==> src/mqu_pkg.sv <==
// Package of offsets, field positions and reset values for the message queue unit
package mqu_pkg;
   localparam logic [7:0]  HOST_STATUS_OFS  = 8'h30;
   localparam logic [7:0]  HOST_MASK_OFS    = 8'h34;
   localparam logic [7:0]  LOCAL_STATUS_OFS = 8'h38;
   localparam logic [7:0]  LOCAL_MASK_OFS   = 8'h3C;
   localparam logic [7:0]  PORT_IFREE_OFS   = 8'h40;
   localparam logic [7:0]  PORT_OPOST_OFS   = 8'h44;
   localparam logic [7:0]  PORT_IPOST_OFS   = 8'h48;
   localparam logic [7:0]  PORT_OFREE_OFS   = 8'h4C;
   localparam int          MASK_BIT         = 3;
   localparam int          NOT_EMPTY_BIT    = 3;
   localparam logic [31:0] MASK_RESET       = 32'hFFFFFFFF;
   localparam logic [31:0] EMPTY_READ       = 32'hFFFFFFFF;
   localparam int          QUEUE_DEPTH      = 32;
   localparam int          QUEUE_WIDTH      = 32;
   // Queue indices
   localparam int          Q_IFREE          = 0;
   localparam int          Q_IPOST          = 1;
   localparam int          Q_OPOST          = 2;
   localparam int          Q_OFREE          = 3;
endpackage

==> src/mqu_queue.sv <==
// One message queue: synchronous FIFO with flush, drop-on-full and all-ones empty read
`timescale 1ns/1ps
module mqu_queue #(
   parameter int WIDTH = 32,
   parameter int DEPTH = 32
) (
   input  wire logic             sys_clk,
   input  wire logic             srst,
   input  wire logic             push,
   input  wire logic [WIDTH-1:0] push_data,
   input  wire logic             pop,
   output logic      [WIDTH-1:0] head,
   output logic                  not_empty
);
   localparam int AW = $clog2(DEPTH);
   // Pointers wrap freely, so only power-of-two depths keep every pointer value inside mem
   if (DEPTH < 2 || (DEPTH & (DEPTH - 1)) != 0 || WIDTH < 1 || WIDTH > 32) begin : g_bad_params
      $error("mqu_queue: DEPTH must be a power of two, WIDTH 1 to 32");
   end
   logic [WIDTH-1:0] mem [DEPTH];
   logic [AW-1:0]    wr_ptr;
   logic [AW-1:0]    rd_ptr;
   logic [AW:0]      count;
   logic             full;
   logic             do_push;
   logic             do_pop;
   assign full      = (count == (AW+1)'(DEPTH));
   assign not_empty = (count != '0);
   assign do_push   = push && !full;
   assign do_pop    = pop && not_empty;
   // Empty queue answers all ones
   assign head      = not_empty ? mem[rd_ptr] : mqu_pkg::EMPTY_READ[WIDTH-1:0];
   always_ff @(posedge sys_clk) begin
      if (do_push) begin
         mem[wr_ptr] <= push_data;
      end
   end
   always_ff @(posedge sys_clk) begin
      if (srst) begin
         wr_ptr <= '0;
         rd_ptr <= '0;
         count  <= '0;
      end else begin
         if (do_push) wr_ptr <= wr_ptr + 1'b1;
         if (do_pop) rd_ptr <= rd_ptr + 1'b1;
         if (do_push && !do_pop) count <= count + 1'b1;
         else if (do_pop && !do_push) count <= count - 1'b1;
      end
   end
endmodule

==> src/mqu_mask_reg.sv <==
// Interrupt mask register whose unused bits read as ones
`timescale 1ns/1ps
module mqu_mask_reg (
   input  wire logic        sys_clk,
   input  wire logic        srst,
   input  wire logic        wr_en,
   input  wire logic [31:0] wr_data,
   output logic             masked,
   output logic      [31:0] rd_value
);
   always_ff @(posedge sys_clk) begin
      if (srst) masked <= mqu_pkg::MASK_RESET[mqu_pkg::MASK_BIT];
      else if (wr_en) masked <= wr_data[mqu_pkg::MASK_BIT];
   end
   always_comb begin
      rd_value = mqu_pkg::MASK_RESET;
      rd_value[mqu_pkg::MASK_BIT] = masked;
   end
endmodule

==> src/mqu_unit.sv <==
// Message queue unit: four queues, status, masks and interrupt requests
// Behaviour
// Host status bit shows outbound post queue not empty; reads 0 after reset.
// Local status bit shows inbound post queue not empty; reads 0 after reset.
// Host mask bit 3 blocks host interrupt when set; resets set.
// Local mask bit 3 blocks local interrupt when set; resets set.
// Unused bits of both mask registers read as one.
// Port 0x40: read pops inbound free, write pushes inbound post.
// Port 0x44: read pops outbound post, write pushes outbound free.
// Port 0x48: read pops inbound post, write pushes inbound free.
// Port 0x4C: read pops outbound free, write pushes outbound post.
// Read of an empty queue returns all ones, queue unchanged.
// Write to a full queue is discarded, contents unchanged.
// Every queue starts empty.
// Reset flushes all four queues.
// Interrupt requested while matching post queue not empty and unmasked.
// Each read removes one entry in FIFO order; each accepted write adds one.
// Each queue holds 32 entries of 32 bits.
`timescale 1ns/1ps
module mqu_unit #(
   parameter int DEPTH = mqu_pkg::QUEUE_DEPTH
) (
   input  wire logic        sys_clk,
   input  wire logic        srst,
   input  wire logic [7:0]  reg_addr,
   input  wire logic        reg_rd,
   input  wire logic        reg_wr,
   input  wire logic [31:0] reg_wdata,
   output logic      [31:0] reg_rdata,
   output logic             reg_rvalid,
   output logic             host_irq,
   output logic             local_irq
);
   localparam int W = mqu_pkg::QUEUE_WIDTH;
   logic [3:0]   push;
   logic [3:0]   pop;
   logic [W-1:0] head [4];
   logic [3:0]   not_empty;
   logic         host_masked;
   logic         local_masked;
   logic [31:0]  host_mask_value;
   logic [31:0]  local_mask_value;
   logic [31:0]  next_rdata;

   // Port decode: each port pops one queue and pushes another
   always_comb begin
      push = '0;
      pop  = '0;
      case (reg_addr)
         mqu_pkg::PORT_IFREE_OFS: begin
            pop[mqu_pkg::Q_IFREE]  = reg_rd;
            push[mqu_pkg::Q_IPOST] = reg_wr;
         end
         mqu_pkg::PORT_OPOST_OFS: begin
            pop[mqu_pkg::Q_OPOST]  = reg_rd;
            push[mqu_pkg::Q_OFREE] = reg_wr;
         end
         mqu_pkg::PORT_IPOST_OFS: begin
            pop[mqu_pkg::Q_IPOST]  = reg_rd;
            push[mqu_pkg::Q_IFREE] = reg_wr;
         end
         mqu_pkg::PORT_OFREE_OFS: begin
            pop[mqu_pkg::Q_OFREE]  = reg_rd;
            push[mqu_pkg::Q_OPOST] = reg_wr;
         end
         default: begin
            push = '0;
            pop  = '0;
         end
      endcase
   end

   genvar q;
   generate
      for (q = 0; q < 4; q++) begin : g_queue
         mqu_queue #(
            .WIDTH (W),
            .DEPTH (DEPTH)
         ) u_queue (
            .sys_clk   (sys_clk),
            .srst      (srst),
            .push      (push[q]),
            .push_data (reg_wdata),
            .pop       (pop[q]),
            .head      (head[q]),
            .not_empty (not_empty[q])
         );
      end
   endgenerate

   mqu_mask_reg u_host_mask (
      .sys_clk  (sys_clk),
      .srst     (srst),
      .wr_en    (reg_wr && reg_addr == mqu_pkg::HOST_MASK_OFS),
      .wr_data  (reg_wdata),
      .masked   (host_masked),
      .rd_value (host_mask_value)
   );

   mqu_mask_reg u_local_mask (
      .sys_clk  (sys_clk),
      .srst     (srst),
      .wr_en    (reg_wr && reg_addr == mqu_pkg::LOCAL_MASK_OFS),
      .wr_data  (reg_wdata),
      .masked   (local_masked),
      .rd_value (local_mask_value)
   );

   // Read mux; data is sampled before the pop takes effect
   always_comb begin
      next_rdata = '0;
      case (reg_addr)
         mqu_pkg::HOST_STATUS_OFS:  next_rdata[mqu_pkg::NOT_EMPTY_BIT] = not_empty[mqu_pkg::Q_OPOST];
         mqu_pkg::LOCAL_STATUS_OFS: next_rdata[mqu_pkg::NOT_EMPTY_BIT] = not_empty[mqu_pkg::Q_IPOST];
         mqu_pkg::HOST_MASK_OFS:    next_rdata = host_mask_value;
         mqu_pkg::LOCAL_MASK_OFS:   next_rdata = local_mask_value;
         mqu_pkg::PORT_IFREE_OFS:   next_rdata = head[mqu_pkg::Q_IFREE];
         mqu_pkg::PORT_OPOST_OFS:   next_rdata = head[mqu_pkg::Q_OPOST];
         mqu_pkg::PORT_IPOST_OFS:   next_rdata = head[mqu_pkg::Q_IPOST];
         mqu_pkg::PORT_OFREE_OFS:   next_rdata = head[mqu_pkg::Q_OFREE];
         default:                   next_rdata = '0;
      endcase
   end

   always_ff @(posedge sys_clk) begin
      if (srst) begin
         reg_rdata  <= '0;
         reg_rvalid <= 1'b0;
      end else begin
         reg_rvalid <= reg_rd;
         if (reg_rd) reg_rdata <= next_rdata;
      end
   end

   // Registered so outputs come from flops; one cycle behind status
   always_ff @(posedge sys_clk) begin
      if (srst) begin
         host_irq  <= 1'b0;
         local_irq <= 1'b0;
      end else begin
         host_irq  <= not_empty[mqu_pkg::Q_OPOST] && !host_masked;
         local_irq <= not_empty[mqu_pkg::Q_IPOST] && !local_masked;
      end
   end
endmodule

==> config.mk <==
export PLATFORM = sky130hd
export DESIGN_NAME = mqu_unit
export DESIGN_NICKNAME = d
export VERILOG_FILES = /design/src/mqu_pkg.sv /design/src/mqu_queue.sv /design/src/mqu_mask_reg.sv /design/src/mqu_unit.sv
export SDC_FILE = /design/constraint.sdc
export NUM_CORES = 2
export LEC_CHECK = 0
export BUFFER_PORTS_ARGS = -buffer_cell sky130_fd_sc_hd__buf_2
export CAP_MARGIN = 20
export CELL_PAD_IN_SITES_DETAIL_PLACEMENT = 0
export CELL_PAD_IN_SITES_GLOBAL_PLACEMENT = 1
export CORE_MARGIN = 1
export CORE_UTILIZATION = 30
export DETAILED_ROUTE_END_ITERATION = 6
export GPL_ROUTABILITY_DRIVEN = 0
export PLACE_DENSITY_LB_ADDON = 0.1
export SYNTH_ARGS = -nofsm -noshare
export SYNTH_HDL_FRONTEND = slang
export SYNTH_SLANG_ARGS = --single-unit
==> constraint.sdc <==
create_clock -name sys_clk -period 3.25 [get_ports sys_clk]
set_input_delay 0.1625 -clock sys_clk [delete_from_list [all_inputs] [get_ports sys_clk]]
set_output_delay 0.1625 -clock sys_clk [all_outputs]
set_load 0.005 [all_outputs]
==> results.toml <==
[run]
drv_cap = 0

[final_layout]
syn_to_final_growth_pct = 22.7
fillers = 50100
final_core_util = 0.369
layout-drive-gt1-share = 0.296
final_nets = 9629

[power]
internal_power_mw = 89.3
switching_share = 0.209
power.leakage_nw = 61.5
power_switching_mw = 23.5
pwr-share-comb = 0.014
pwr_density_cell_mw_per_mm2 = 561
p_clk_frac = 0.458
ir_drop_mv = 0.457
seq_power_share = 0.528
finalPower_mw = 113

[routing]
ant_nets = 0
route.detailed.wl_per_inst_microns = 34.1
via_per_inst = 5.16
vias = 88700
drcViolationCount = 0
drt_iter0_drc = 8651
dr.pass1.iters = 6
routed_wl_microns = 586000

[setup_path]
endpoint_kind = "register"
rr_startpoint = "g_queue[3].u_queue.count[0]"
cp_slowest_cell = "or4_4"
cp-startpoint = "g_queue[3].u_queue.count[0]"
arrival_ps = 4180
required_ps = 4230
path_class = "register to register"
slowest_delay_ps = 600
cpMostUsedCell = "buf_4"
cp_max_fo = 6
cp-start-kind = "register"
path_cells = "or4_4 > buf_4 > o31ai_4 > buf_12 > buf_4 > nor4_1 > o21ai_1 > buf_4 > o211ai_1 > a31oi_1 > a221o_1"

[timing]
slew_violations = 0
finalClockSkew_ps = 67.3
max_freq_mhz = 312
slew_headroom = 0.173
hold_violations = 0
tightestPinTransition_ps = 1240
finalSetupTns_ps = 0
setup_viol = 0
min_period_ps = 3210
grt_setup_unrepaired = "yes"
fin_crit_sh = 0.987

[grt]
gr-usage-met3 = 0.0237
grt.busiest_layer = "met2"
grt_max_degree = 83
antenna_found_initial = 56
overflow = 0
grt_pass1_wl_microns = 795000
grt_pass1_vias = 91200
grt_usage = 0.209
grt_use_met1 = 0.295
grt_use_met2 = 0.346

[cts]
clkSinkCount = 4217
ctsRootBufferMaster = "clkbuf_16"
clk_latency_ps = 1050
path_clk_slew_ps = 60
cts_max_path_buffers = 4
cts_buffers = 462
cts_tree = "built"
h-tree-depth = 5

[logic_synthesis]
synth_area_leader_cell = "edfxtp_1"
ys.flop_type = "edfxtp_1"
synth_cells = 8250
synth_seq_area_share = 0.766
synth-seq-cells = 4217
syn_nets = 8338
synthDistinctLibCells = 86
synth_top_area_frac = 0.751
avgSynthCellArea_sq_um = 19.9
syn_area_sq_mm = 0.164
synth.most_common_cell = "edfxtp_1"
synthSimpleGateAreaFrac = 0.0232
synth_top_family_by_area = "multiplexers"
yosys.area_share.xor_xnor = 0.00257
synth_common_cells = "edfxtp_1 (4096), mux4_2 (646), mux2i_1 (606)"
synthMuxAreaShare = 0.135
synth_compound_area_frac = 0.0527
async_flop_share = 0
netlist_top_cells_area = "edfxtp_1 (75%), mux4_2 (8.9%), mux2i_1 (3.7%), dfxtp_1 (1.5%), a221oi_1 (1.3%)"
synth_warnings = 0
synth_edf_count = 4096
synth_adder_area_share = 0.00354

[floorplan]
design.die.area_sq_mm = 0.549
fp.dieW_microns = 741
io_pins = 79
core_area_sq_mm = 0.544
num_rows = 271
start_util = 0.301
dieHeight_microns = 741

[hold_path]
hp-class = "primary input to register"
min_from = "reg_addr[1]"

[placed_design]
dp_hpwl_microns = 381000
port_buffers = 78

[outcome]
status = "completed"
## state kept, by name, indices dropped and copies added, names as in the netlist, named ones only
| register | flops |
|---|---|
| u_local_mask.masked | 1 |
| local_irq | 1 |
| host_irq | 1 |
| u_host_mask.masked | 1 |
| g_queue.u_queue.mem | 4096 |
| g_queue.u_queue.count | 24 |
| g_queue.u_queue.wr_ptr | 20 |
| reg_rvalid | 1 |
| g_queue.u_queue.rd_ptr | 20 |
| reg_rdata | 32 |
## power by group through the flow
stage	logic (mW)	clock network (mW)	registers [mW]
floorplan	0.0596	0	60.8
global placement	1.52	0	60.7
detailed placement	1.59	0	60.7
CTS	1.63	52.8	59.6
global route	1.67	54.6	59.6
finish	1.58	51.6	59.6
## what timing repair did
action                      CTS  global route
pin swaps                     7            22
cloned                        0             2
hold buffers                 40             0
hold endpoints to repair   3251             0
setup endpoints to repair    29            25
buffers inserted             25            16
resized for setup            38            50
## worst max-delay path: cells and delay by family, from the launching register on
family / cells / cell delay (ps)
AOI/OAI and AO/OA: 5 / 1370
DFF: 1 / 360
buffers and inverters: 4 / 710
and+or+nand+nor: 2 / 660
## kinds of logic after synthesis
| family | Yosys count |
|---|---|
| muxes | 1384 |
| DFF | 4217 |
| AOI/OAI and AO/OA | 1190 |
| adders and majority gates | 44 |
| and+or+nand+nor | 831 |
| buffers and inverters | 536 |
| xor gates and xnor gates | 48 |
## final cells by class
| class | count | area (sq um) | share of cell area |
|---|---|---|---|
| clock buffer | 580 | 12200 | 0.0606 |
| clock inverter | 275 | 2500 | 0.0124 |
| timing repair buffer | 1314 | 14600 | 0.0727 |
| inverter | 49 | 189 | 0.000940 |
| sequential | 4217 | 125000 | 0.624 |
| multi-input combinational | 3497 | 36900 | 0.184 |
| tap | 7234 | 9050 | 0.0450 |
| antenna | 29 | 72.6 | 0.000361 |
## worst paths after layout
check                                                   end  slack, ps  depth (start not counted)
worst max-delay path                          reg_rdata[31]         40                         11
worst max register to register                reg_rdata[31]         40                         11
worst min-delay path            g_queue[3].u_queue.count[5]         90                          9
worst min register to register                 reg_rdata[0]        490                          1
## stage by stage
step                      cell area (sq um)  cells  worst slack [ps]  hold WS (ps)
final                                201000  17200              40.7          85.1
after global routing                 201000  17200             -71.7          77.0
after CTS                            200000  17100             -76.9          45.1
after detailed placement             185000  16200              -688           467
after global placement               185000  16200              -898           470
after floorplan                      164000   8250              -162           242
## per-layer routing
metal / wire, microns / vias up
met5: 0 / -
met3: 26900 / 616
li1: - / 37200
met1: 263000 / 48600
met2: 281000 / 2378
met4: 14900 / 0
## layout by cell type (no fill, tap or decap), types with 26 or more instances in the layout
cell and count:
edfxtp_1 4096, buf_4 828, mux4_2 646, mux2i_1 605, clkbuf_16 469, buf_12 359, a221oi_1 242, nand2_1 212
nor2_1 177, o21ai_0 149, a21oi_1 136, nor2_4 133, mux2_2 131, clkinv_1 119, o22ai_1 111, clkbuf_1 106
dfxtp_1 101, o221ai_1 87, clkinv_2 84, nand3_1 79, a22oi_1 63, o21ai_1 52, o211ai_1 47, nor3_1 46
buf_2 45, dlygate4sd3_1 39, nand2b_1 38, bufinv_16 38, ha_1 36, inv_1 34, buf_6 34, a211oi_1 33
a221o_1 32, diode_2 29, xor2_1 29, a31oi_1 26
No activity file was read; power rests on OpenSTA's default activity.
